File: src/core/hst_pkg.sv
/*
  Constants for the high-side switch timer and control block: register
  addresses, field positions, codes and timer tick figures.
  Assumes a 20 MHz ref_clk and 7-bit register addresses from the serial
  frame decoder.
*/
package hst_pkg;

  // ------------------------------------------------------------
  // register addresses
  // ------------------------------------------------------------
  localparam logic [6:0] ADDR_TIMER_A = 7'h0C;
  localparam logic [6:0] ADDR_TIMER_B = 7'h0D;
  localparam logic [6:0] ADDR_SHUTDOWN = 7'h10;
  localparam logic [6:0] ADDR_SEL_LOWER = 7'h14;
  localparam logic [6:0] ADDR_SEL_UPPER = 7'h15;

  // ------------------------------------------------------------
  // field positions and masks
  // ------------------------------------------------------------
  localparam int ON_LSB = 4;
  localparam int PER_LSB = 0;
  localparam int SEL_LO_LSB = 0;
  localparam int SEL_HI_LSB = 4;
  localparam int OV_DIS_BIT = 6;
  localparam int UV_DIS_BIT = 5;
  localparam int RECOVER_BIT = 4;
  localparam logic [7:0] TIMER_MASK = 8'h77;
  localparam logic [7:0] SHUTDOWN_MASK = 8'h70;
  localparam logic [7:0] SEL_MASK = 8'h77;
  localparam logic [7:0] RESET_VALUE = 8'h00;

  // ------------------------------------------------------------
  // codes
  // ------------------------------------------------------------
  localparam logic [2:0] ON_LOW = 3'h0;
  localparam logic [2:0] ON_HIGH = 3'h6;
  localparam logic [2:0] SEL_OFF = 3'h0;
  localparam logic [2:0] SEL_ON = 3'h1;
  localparam logic [2:0] SEL_TIMER_A = 3'h2;
  localparam logic [2:0] SEL_TIMER_B = 3'h3;
  localparam logic [2:0] SEL_DUTY_ONE = 3'h4;
  localparam logic [2:0] SEL_DUTY_TWO = 3'h5;

  // ------------------------------------------------------------
  // timing: one tick is 0.1 ms
  // ------------------------------------------------------------
  localparam int CLK_HZ = 20_000_000;
  localparam int TICK_US = 100;
  localparam int TICK_CYCLES = CLK_HZ / 1_000_000 * TICK_US;
  localparam int TICK_W = 12;
  localparam int CNT_W = 15;

  // on-time in ticks for a code (0 when not running)
  function automatic logic [CNT_W-1:0] on_ticks(input logic [2:0] code);
    case (code)
      3'h1: on_ticks = 15'h0001;
      3'h2: on_ticks = 15'h0003;
      3'h3: on_ticks = 15'h000A;
      3'h4: on_ticks = 15'h0064;
      3'h5: on_ticks = 15'h00C8;
      default: on_ticks = 15'h0000;
    endcase
  endfunction

  // period in ticks for a code; reserved code falls back to 10 ms
  function automatic logic [CNT_W-1:0] per_ticks(input logic [2:0] code);
    case (code)
      3'h1: per_ticks = 15'h00C8;
      3'h2: per_ticks = 15'h01F4;
      3'h3: per_ticks = 15'h03E8;
      3'h4: per_ticks = 15'h07D0;
      3'h5: per_ticks = 15'h2710;
      3'h6: per_ticks = 15'h4E20;
      default: per_ticks = 15'h0064;
    endcase
  endfunction

endpackage

File: src/core/hst_switch_ctrl.sv
/*
  High-side switch timer and control: two cyclic timers, four switch
  source selects, supply fault shutdown and recovery, register port.
  Assumes the serial frame decoder hands over single register accesses
  with a 7-bit address, and that fault and restart inputs are
  synchronous to ref_clk.
*/
// Overview of operation
// - timer b on-time bits 6:4, 000 off low
// - code 110 holds high; 111 reserved
// - period bits 2:0, 10 ms up to 2 s
// - timer starts when running on-time written
// - restart clear with cyclic sense clears timers
// - timer b register at 0x0d, bits 7,3 reserved
// - reserved bits always read zero
// - bit 6 set suppresses overvoltage shutdown
// - bit 5 set suppresses undervoltage shutdown
// - bit 4 restores pre-fault state after fault
// - shutdown register at 0x10, bits 6:4 only
// - lower select register 0x14, switches one, two
// - upper select register 0x15, switches three, four
// - overcurrent or overtemperature clears switch select
// - all registers reset to zero
// - timer a register at 0x0c, same layout
`timescale 1ns/1ns
module hst_switch_ctrl #(
  parameter int TICK_CYCLES = hst_pkg::TICK_CYCLES
) (
  input wire logic ref_clk,
  input wire logic rst,
  input wire logic soft_reset,
  input wire logic reg_wr,
  input wire logic [6:0] reg_addr,
  input wire logic [7:0] reg_wdata,
  output logic [7:0] reg_rdata,
  input wire logic duty_source_one,
  input wire logic duty_source_two,
  input wire logic [3:0] overcurrent,
  input wire logic [3:0] overtemp,
  input wire logic supply_ov,
  input wire logic supply_uv,
  input wire logic restart_clear,
  input wire logic cyclic_sense,
  output logic [3:0] high_side_output
);

  // ------------------------------------------------------------
  // register storage and decode
  // ------------------------------------------------------------
  logic [7:0] timer_q [2];
  logic [7:0] timer_d [2];
  logic [7:0] shutdown_q;
  logic [7:0] shutdown_d;
  logic [2:0] sel_q [4];
  logic [2:0] sel_d [4];
  logic [7:0] rdata_q;
  logic [7:0] rdata_d;
  logic clr;
  logic wr_timer [2];
  logic wr_shutdown;
  logic wr_lower;
  logic wr_upper;
  logic restart_wipe;
  logic fault_off;
  logic fault_latch_off;
  logic [3:0] hw_clear;
  logic [3:0] src_level;
  logic [1:0] timer_out;
  // prescaler width from the package
  localparam int TICK_W = hst_pkg::TICK_W;
  logic [TICK_W-1:0] pre_q;
  logic [TICK_W-1:0] pre_d;
  logic tick;

  assign clr = rst | soft_reset;

  assign wr_timer[0] = reg_wr && (reg_addr == hst_pkg::ADDR_TIMER_A);
  assign wr_timer[1] = reg_wr && (reg_addr == hst_pkg::ADDR_TIMER_B);
  assign wr_shutdown = reg_wr && (reg_addr == hst_pkg::ADDR_SHUTDOWN);
  assign wr_lower = reg_wr && (reg_addr == hst_pkg::ADDR_SEL_LOWER);
  assign wr_upper = reg_wr && (reg_addr == hst_pkg::ADDR_SEL_UPPER);

  // restart wipe of selects and timer settings
  assign restart_wipe = restart_clear & cyclic_sense;

  assign fault_off =
    (supply_ov & ~shutdown_q[hst_pkg::OV_DIS_BIT]) |
    (supply_uv & ~shutdown_q[hst_pkg::UV_DIS_BIT]);

  // without recovery the selects are dropped for good
  assign fault_latch_off = fault_off & ~shutdown_q[hst_pkg::RECOVER_BIT];

  assign hw_clear = overcurrent | overtemp;

  // ------------------------------------------------------------
  // register next values; hardware clears win over writes
  // ------------------------------------------------------------
  // reserved bits masked on write
  assign shutdown_d = wr_shutdown ?
    (reg_wdata & hst_pkg::SHUTDOWN_MASK) : shutdown_q;

  // timer fields, also wiped in restart
  always_comb begin
    for (int t = 0; t < 2; t++) begin
      timer_d[t] = timer_q[t];
      if (wr_timer[t]) begin
        timer_d[t] = reg_wdata & hst_pkg::TIMER_MASK;
      end
      if (restart_wipe) begin
        timer_d[t] = hst_pkg::RESET_VALUE;
      end
    end
  end

  always_comb begin
    for (int s = 0; s < 4; s++) begin
      sel_d[s] = sel_q[s];
      if ((s < 2) ? wr_lower : wr_upper) begin
        sel_d[s] = (s % 2 == 0) ?
          reg_wdata[hst_pkg::SEL_LO_LSB +: 3] :
          reg_wdata[hst_pkg::SEL_HI_LSB +: 3];
      end
      if (hw_clear[s] | restart_wipe | fault_latch_off) begin
        sel_d[s] = hst_pkg::SEL_OFF;
      end
    end
  end

  // read mux, unmapped and reserved read zero
  assign rdata_d =
    (reg_addr == hst_pkg::ADDR_TIMER_A) ? timer_q[0] :
    (reg_addr == hst_pkg::ADDR_TIMER_B) ? timer_q[1] :
    (reg_addr == hst_pkg::ADDR_SHUTDOWN) ? shutdown_q :
    (reg_addr == hst_pkg::ADDR_SEL_LOWER) ? {1'b0, sel_q[1], 1'b0, sel_q[0]} :
    (reg_addr == hst_pkg::ADDR_SEL_UPPER) ? {1'b0, sel_q[3], 1'b0, sel_q[2]} :
    hst_pkg::RESET_VALUE;

  always_ff @(posedge ref_clk) begin
    if (clr) begin
      shutdown_q <= hst_pkg::RESET_VALUE;
      rdata_q <= hst_pkg::RESET_VALUE;
      for (int i = 0; i < 2; i++) begin
        timer_q[i] <= hst_pkg::RESET_VALUE;
      end
      for (int i = 0; i < 4; i++) begin
        sel_q[i] <= hst_pkg::SEL_OFF;
      end
    end else begin
      shutdown_q <= shutdown_d;
      rdata_q <= rdata_d;
      timer_q <= timer_d;
      sel_q <= sel_d;
    end
  end

  assign reg_rdata = rdata_q;

  // ------------------------------------------------------------
  // 0.1 ms tick prescaler
  // ------------------------------------------------------------
  assign tick = (pre_q == TICK_W'(TICK_CYCLES - 1));
  assign pre_d = tick ? '0 : pre_q + TICK_W'(1);

  always_ff @(posedge ref_clk) begin
    if (clr) begin
      pre_q <= '0;
    end else begin
      pre_q <= pre_d;
    end
  end

  // ------------------------------------------------------------
  // cyclic timers
  // ------------------------------------------------------------
  // timer a, same layout as timer b
  hst_cycle_timer u_timer_a (
    .ref_clk(ref_clk),
    .clr(clr),
    .tick(tick),
    .restart(wr_timer[0]),
    .cfg(timer_q[0]),
    .level(timer_out[0])
  );

  // timer b, started by its own writes
  hst_cycle_timer u_timer_b (
    .ref_clk(ref_clk),
    .clr(clr),
    .tick(tick),
    .restart(wr_timer[1]),
    .cfg(timer_q[1]),
    .level(timer_out[1])
  );

  // ------------------------------------------------------------
  // switch source selection and output stage
  // ------------------------------------------------------------
  // one source pick per switch, reserved codes off
  for (genvar s = 0; s < 4; s++) begin : g_pick
    hst_source_pick u_pick (
      .sel(sel_q[s]),
      .timer_a(timer_out[0]),
      .timer_b(timer_out[1]),
      .duty_one(duty_source_one),
      .duty_two(duty_source_two),
      .level(src_level[s])
    );
  end

  // gate outputs while the supply fault stands
  always_ff @(posedge ref_clk) begin
    if (clr) begin
      high_side_output <= '0;
    end else begin
      high_side_output <= fault_off ? '0 : src_level;
    end
  end

endmodule

// ------------------------------------------------------------
// one cyclic timer: tick counter and output level
// ------------------------------------------------------------
module hst_cycle_timer #(
  parameter int CNT_W = hst_pkg::CNT_W
) (
  input wire logic ref_clk,
  input wire logic clr,
  input wire logic tick,
  input wire logic restart,
  input wire logic [7:0] cfg,
  output logic level
);

  logic [CNT_W-1:0] cnt_q;
  logic [CNT_W-1:0] cnt_d;
  logic [2:0] on_code;
  logic [2:0] per_code;
  logic [CNT_W-1:0] on_len;
  logic [CNT_W-1:0] per_len;
  logic running;
  logic per_end;

  assign on_code = cfg[hst_pkg::ON_LSB +: 3];
  assign per_code = cfg[hst_pkg::PER_LSB +: 3];
  assign on_len = CNT_W'(hst_pkg::on_ticks(on_code));
  assign per_len = CNT_W'(hst_pkg::per_ticks(per_code));
  assign running = (on_len != '0);
  // last tick of the period
  assign per_end = (cnt_q >= per_len - CNT_W'(1));

  // write restarts the cycle at its start
  assign cnt_d =
    (restart | ~running) ? '0 :
    ~tick ? cnt_q :
    per_end ? '0 :
    cnt_q + CNT_W'(1);

  // tick count within the period
  always_ff @(posedge ref_clk) begin
    if (clr) begin
      cnt_q <= '0;
    end else begin
      cnt_q <= cnt_d;
    end
  end

  // high for on-time, or held level
  assign level = running ? (cnt_q < on_len) :
                 (on_code == hst_pkg::ON_HIGH);

endmodule

// ------------------------------------------------------------
// source pick for one switch
// ------------------------------------------------------------
module hst_source_pick (
  input wire logic [2:0] sel,
  input wire logic timer_a,
  input wire logic timer_b,
  input wire logic duty_one,
  input wire logic duty_two,
  output logic level
);

  logic pick_on;
  logic pick_timer_a;
  logic pick_timer_b;
  logic pick_duty_one;
  logic pick_duty_two;

  // one named wire per source code
  assign pick_on = (sel == hst_pkg::SEL_ON);
  assign pick_timer_a = (sel == hst_pkg::SEL_TIMER_A);
  assign pick_timer_b = (sel == hst_pkg::SEL_TIMER_B);
  assign pick_duty_one = (sel == hst_pkg::SEL_DUTY_ONE);
  assign pick_duty_two = (sel == hst_pkg::SEL_DUTY_TWO);

  // off and reserved codes match no wire and drive low
  assign level =
    pick_on |
    (pick_timer_a & timer_a) |
    (pick_timer_b & timer_b) |
    (pick_duty_one & duty_one) |
    (pick_duty_two & duty_two);

endmodule

File: config.mk
export PLATFORM = sky130hd
export DESIGN_NAME = hst_switch_ctrl
export DESIGN_NICKNAME = d
export VERILOG_FILES = /design/src/core/hst_pkg.sv /design/src/core/hst_switch_ctrl.sv
export SDC_FILE = /design/constraint.sdc
export NUM_CORES = 1
export LEC_CHECK = 0
export BUFFER_PORTS_ARGS = -buffer_cell sky130_fd_sc_hd__buf_2
export CORE_ASPECT_RATIO = 1.4
export CORE_MARGIN = 1.5
export CORE_UTILIZATION = 45
export CTS_BUF_LIST = sky130_fd_sc_hd__clkbuf_4
export CTS_CLUSTER_SIZE = 8
export DETAILED_ROUTE_END_ITERATION = 8
export HOLD_SLACK_MARGIN = 0.05
export PLACE_DENSITY = 0.74
export SETUP_SLACK_MARGIN = 0.2
export SLEW_MARGIN = 20
export SYNTH_ARGS = -nofsm -noshare
export SYNTH_HDL_FRONTEND = slang
export SYNTH_SLANG_ARGS = --single-unit
File: constraint.sdc
create_clock -name ref_clk -period 2.9 [get_ports ref_clk]
set_input_delay 0.29 -clock ref_clk [delete_from_list [all_inputs] [get_ports ref_clk]]
set_output_delay 0.29 -clock ref_clk [all_outputs]
set_load 0.05 [all_outputs]
## After elaboration in Yosys (flattened, before gate mapping)

Index checks and enable logic that the tools add are counted.
Widths: inputs -> output; s select.

| word-level totals | value |
|---|---|
| output and inout bits | 12 |
| input bits | 33 |
| memory bits (writable) | 0 |
| bits in registers | 81 |
| bits in read-only memories | 0 |
| bits in latches | 0 |
| word-level logic and storage cells | 156 |
| memories kept | 0 |

| operators by class | value |
|---|---|
| reduce and logical (&&, ||, !) cells | 17 |
| magnitude comparators | 4 |
| div/mod/pow operators | 0 |
| multipliers | 0 |
| bitwise operators | 54 |
| $add $sub $neg | 5 |
| shift operators | 0 |
| equal/unequal tests | 50 |
| mux-type cells | 13 |

Operator list:

| operator | count |
|---|---|
| $pmux 15 s6 | 2 |
| $pmux 8 s5 | 2 |
| $eq 3x3->1 const B | 20 |
| $eq 3x2->1 const B | 16 |
| $mux 7 | 5 |
| $add 15x1->15 const B | 2 |
| $ge 15x15->1 | 2 |
| $lt 15x8->1 | 2 |
| $mux 15 | 2 |
| $reduce_bool 15->1 | 2 |
| $sub 15x1->15 const B | 2 |
| $or 1x1->1 | 28 |
| $eq 3x1->1 const B | 8 |
| $eq 7x5->1 const B | 3 |
| $and 1x1->1 | 20 |
| $reduce_or 2->1 | 9 |
| $eq 7x4->1 const B | 2 |
| $add 12x1->12 const B | 1 |
| $eq 12x11->1 const B | 1 |
| $logic_and 1x1->1 | 5 |
| $not 1->1 | 5 |
| $reduce_or 5->1 | 1 |
| $or 4x4->4 | 1 |
| $mux 1 | 2 |

## Longest topological paths before layout

| depth | value |
|---|---|
| depth after elaboration | 9 |
| gate-level depth with buffers | 15 |
| mapped depth without buffers | 14 |

## Modules after synthesis

Synthesis repeated with hierarchy kept, for this count alone.

| unflattened totals | value |
|---|---|
| cells, all modules | 601 |
| area total of the unflattened synthesis | 5317.6 sq um |

Modules (own cells, without submodules):

| module | area an instance (sq um) | cells an instance | sequential area each (sq um) | times used |
|---|---|---|---|---|
| hst_cycle_timer | 1517.7 | 175 | 300.3 | 2 |
| hst_switch_ctrl | 2097.0 | 223 | 980.9 | 1 |
| hst_source_pick | 46.3 | 7 | 0.0 | 4 |

## Worst setup path before layout

Ideal clock, no wire load.

| timing path | value |
|---|---|
| kind | flip-flop to flip-flop |
| start point | register timer_q[2] (netlist bit) |
| end point | register u_timer_b.cnt_q[10] |
| setup slack | 225 ps |
| required time | 2783 ps |
| stages on the path, launching flop included | 15 |
| arrival time | 2557 ps |
| buffers on the path | 2 |
| clock period less this slack | 2675 ps |
| path through | dfxtp_1 > clkbuf_1 > nand2_1 > a21o_1 > ha_1 > o211ai_1 > nand2_1 > ha_1 > nand4_1 > nor2_1 > a41o_1 > a221oi_1 > o21ai_1 > buf_2 > nor2_1 |

| on the way | value |
|---|---|
| word-level cells in the longest chain between the ends | 5 |
| elaborated cells between the ends (all ways) | 10 |
| those cells by class | add/sub (1); order compare (1); eq/ne (6); mux (2) |

Ends and longest elaborated chain:

| item | RTL line | source |
|---|---|---|
| start, declared | hst_switch_ctrl.sv:50 | `logic [7:0] timer_q [2];` |
| start signal, assigned by index | hst_switch_ctrl.sv:143 | `timer_q[i] <= hst_pkg::RESET_VALUE;` |
| start signal, assigned | hst_switch_ctrl.sv:151 | `timer_q <= timer_d;` |
| $eq 3x3->1 (tied with other cells) | hst_pkg.sv:68 | `case (code)` |
| $pmux 15 s6 (*) | hst_pkg.sv:68 |  |
| $sub 15x1->15 (*) | hst_switch_ctrl.sv:250 | `assign per_end = (cnt_q >= per_len - CNT_W'(1));` |
| $ge 15x15->1 (*) | hst_switch_ctrl.sv:250 |  |
| $mux 15 (*) | hst_switch_ctrl.sv:256 | `per_end ? '0 :` |
| end signal, assigned | hst_switch_ctrl.sv:264 | `cnt_q <= cnt_d;` |
| end, declared | hst_switch_ctrl.sv:235 | `logic [CNT_W-1:0] cnt_q;` |

Every way passes the cells marked *; elsewhere a longest branch is shown, timed or not.
A chain may end at the register's enable or synchronous reset.

## Worst setup path after layout

| timing path | value |
|---|---|
| start point | register timer_q[2] (netlist bit) |
| end point | register u_timer_b.cnt_q[2] |

Same word-level chain as after synthesis.

==> impl_metrics.ini <==
[outcome]
status = complete, no violations

[cells_and_area]
finalInstanceArea_um2 = 5720
drive_gt1_share_pct = 16.8
area_delta_synth_final_pct = 13.1
finalNetCount = 741
fill_cells = 1025

[critical_path]
cp.required_ns = 3.25
slowest_delay_ns = 0.38
critPathBufInv = 1
setup.worst_path.start_class = register
slowest_stage = dfxtp_4
path_cells = nor2b_4 -> a21o_1 -> ha_2 -> o211ai_1 -> nand2_1 -> ha_4 -> nand4_1 -> nor2_2 -> a41o_1 -> a221oi_4 -> o21ai_4 -> buf_6 -> nor2_1
critPathMaxFanout = 8
cp-end-kind = register
critPathKind = register to register
cp_top_family = compound AO/OA/AOI/OAI gates
critPathArrivalTime_ns = 2.94

[place]
portBuffers = 40
place.detailed.hpwl_mm = 8.81
gp_congestion = 0.870
post_dp_cell_area_um2 = 5410

[sta]
max_slew_margin_pct = 60.8
fin_crit_sh_pct = 89.1
finalHoldViolCount = 0
rsz0062_at_grt = yes
final.setup_skew_ns = 0.0282
setup_viol = 0
tightestPinTransition_ns = 0.589
slew_violations = 0
whs_ns = 0.116
min_period_ns = 2.58
max_clock_freq_mhz = 387

[synthesis]
synth_cells = 619
yosys_warnings = 0
synth-compound-area-share_pct = 13.3
synth_top_family_by_area = simple AND/OR/NAND/NOR gates
synth-simple-area-share_pct = 26.7
syn_area_um2 = 5050
synthArstFlopShare_pct = 0
synthAdderAreaFrac_pct = 11.6
yosysSeqAreaShare_pct = 31.3
ys.flop_type = dfxtp_1
synth_edf_count = 0
synth-seq-cells = 79
ys_types = 57
synth_xor_area_share_pct = 7.63
avgSynthCellArea_um2 = 8.16
synth.area.mux_share_pct = 4.43

[floorplan]
core_um2 = 10900
rows = 45
die_y_um = 128
ios = 45
start_util_pct = 46.5
die-area_um2 = 11900
dieWidth_um = 92.6

[clocking]
cts_sinks = 79
clk_latency_ns = 0.45
path_clk_slew_ns = 0.14
cts-root-buf = clkbuf_4
cts_inserted_buffers = 9
cts_buffer_depth = 2
cts-hold-fix-buffers = 0
cts_tree = done
htreeDepth = 3

[detailed_routing]
post_drt_via_cell_ratio = 5.66
routed_wl_mm = 11.9
drt_iter0_drc = 254
wl_met3_um = 322
dr.pass1.iters = 4
drc = 0
met2_length_mm = 6.27
wl_met1_mm = 4.91
wire_per_inst_um = 14.7
dr.max_layer_used = met4
vias = 4575
postRouteAntennaNets = 0

[power_and_ir_drop]
leakage_nw = 2.18
powerDensity_nw_per_um2 = 336
ir_worst_vdd_uv = 271

[global_routing]
grt_first_pass_wirelength_mm = 19.7
grt_pass1_vias = 4387
grt.overflow.total = 0
grt_max_degree = 21
track_usage_pct = 20.5
antenna_found_initial = 1

[flow_run]
drv_cap = 0

[hold_path]
min_path_type = primary input to register
[cell type report]
class                   count  area (µm²)  share of cell area [%]
clock buffers               9        67.6                    1.18
inverters                  22        82.6                    1.44
multi-input cells         489        3330                    58.3
repair buffers             60         362                    6.33
well taps                 141         176                    3.09
flip-flops and latches     79        1600                    27.9
diodes                      1        2.50                  0.0438
clock inverters             7        95.1                    1.66
[sequential cells by signal (all words and copies together) (netlist names)]
signal and cells:
pre_q 12, u_timer_b.cnt_q 15, timer_q 12, sel_q 12, reg_rdata 6, shutdown_q 3
u_timer_a.cnt_q 15, high_side_output 4
[report_power, final]
group / switching (W) / internal, W / leakage, nW
Clock: 0.000412 / 0.000351 / 0.0879
Combinational: 0.0000483 / 0.0000252 / 1.45
Sequential: 0.00000111 / 0.00108 / 0.640
[routing by layer]
| layer | vias to the layer above | GRT usage, % |
|---|---|---|
| met4 | 0 | 8.24 |
| met2 | 88 | 37.5 |
| met1 | 2170 | 23.1 |
| met3 | 31 | 3.78 |
| met5 | - | 0 |
| li1 | 2286 | - |
[cell usage in the layout, fill, tap and decap left out, types with 4 or more instances in the layout]
master / n
conb_1: 4
nand2_1: 59
nand4_1: 18
nor3b_1: 4
or3_1: 8
nor3_1: 9
xor2_1: 17
a31oi_1: 8
dfxtp_1: 72
nand3b_1: 5
a211o_1: 5
ha_1: 45
buf_4: 17
o21ai_0: 18
and4_1: 4
buf_2: 40
nand3_1: 46
nand2b_1: 4
a22oi_1: 6
inv_1: 22
o211ai_1: 7
nor4_1: 6
mux2i_1: 19
a21o_1: 5
o21ai_1: 4
clkbuf_4: 9
nor2_1: 69
a21oi_1: 31
xnor2_1: 27
dfxtp_2: 5
and3_1: 9
[Yosys cell counts (all sizes together), types with 2 or more instances]
master	n	share of area (%)
dfxtp	79	31
nor2	70	5.2
nand2	62	4.8
ha	47	12
nand3	46	4.6
a21oi	31	3.1
xnor2	27	4.7
o21ai	23	2.3
inv	22	1.6
mux2i	19	3.8
nand4	18	2.2
clkbuf	17	1.3
xor2	17	2.9
buf	15	1.9
nor3	11	1.4
and3	9	1.1
or3	9	1.2
a31oi	8	0.99
o211ai	7	1.0
a22oi	6	0.89
nor3b	6	0.99
nor4	6	0.74
a211o	5	0.87
a21o	5	0.74
and4	5	0.92
nand3b	5	0.74
a211oi	4	0.59
and2	4	0.50
nand2b	4	0.50
a221oi	3	0.87
mux2	3	0.67
nand4b	3	0.52
nor2b	3	0.37
o21bai	3	0.45
or2	3	0.37
a31o	2	0.35
and3b	2	0.35
conb	2	0.15
[worst min-delay path, stage by stage]
cell and delay (ns):
buf_2 0.07, or3_1 0.13, a21oi_1 0.05
[through the flow]
stage                     power [W]  std cells  worst slack [ns]  util [%]  setup TNS [ns]
after floorplan             0.00115        621             0.225         -               0
after global placement      0.00118        788          0.000365      49.8               0
after detailed placement    0.00118        788            -0.159      49.8           -1.96
after CTS                   0.00194        804             0.218      51.5               0
after global routing        0.00200        808             0.187      52.6               0
final                       0.00192        808             0.316      52.6               0
[path summary, 6_finish.rpt]
kind,cells after the start,to,from,slack (ns)
max,13,u_timer_b.cnt_q[2],timer_q[2],0.32
min,3,sel_q[1],overcurrent[3],0.12
max reg2reg,13,u_timer_b.cnt_q[2],timer_q[2],0.32
min reg2reg,1,pre_q[0],pre_q[0],0.47
[cell families after synthesis]
family	after synthesis
buffers and inverters	54
adder cells (fa/ha/maj)	47
XOR/XNOR	44
AND/OR/NAND/NOR	267
other	2
AO/OA/AOI/OAI	104
multiplexers	22
flip-flops	79
[repair_timing]
action                                  CTS  global route
pin swaps                                 0            16
cloned                                    0             1
resized for setup                         5            26
buffers inserted                          0             2
endpoints found under the hold margin     0             0
endpoints found under the setup margin   27            34
Note: power is estimated with default switching activity, not from simulation.
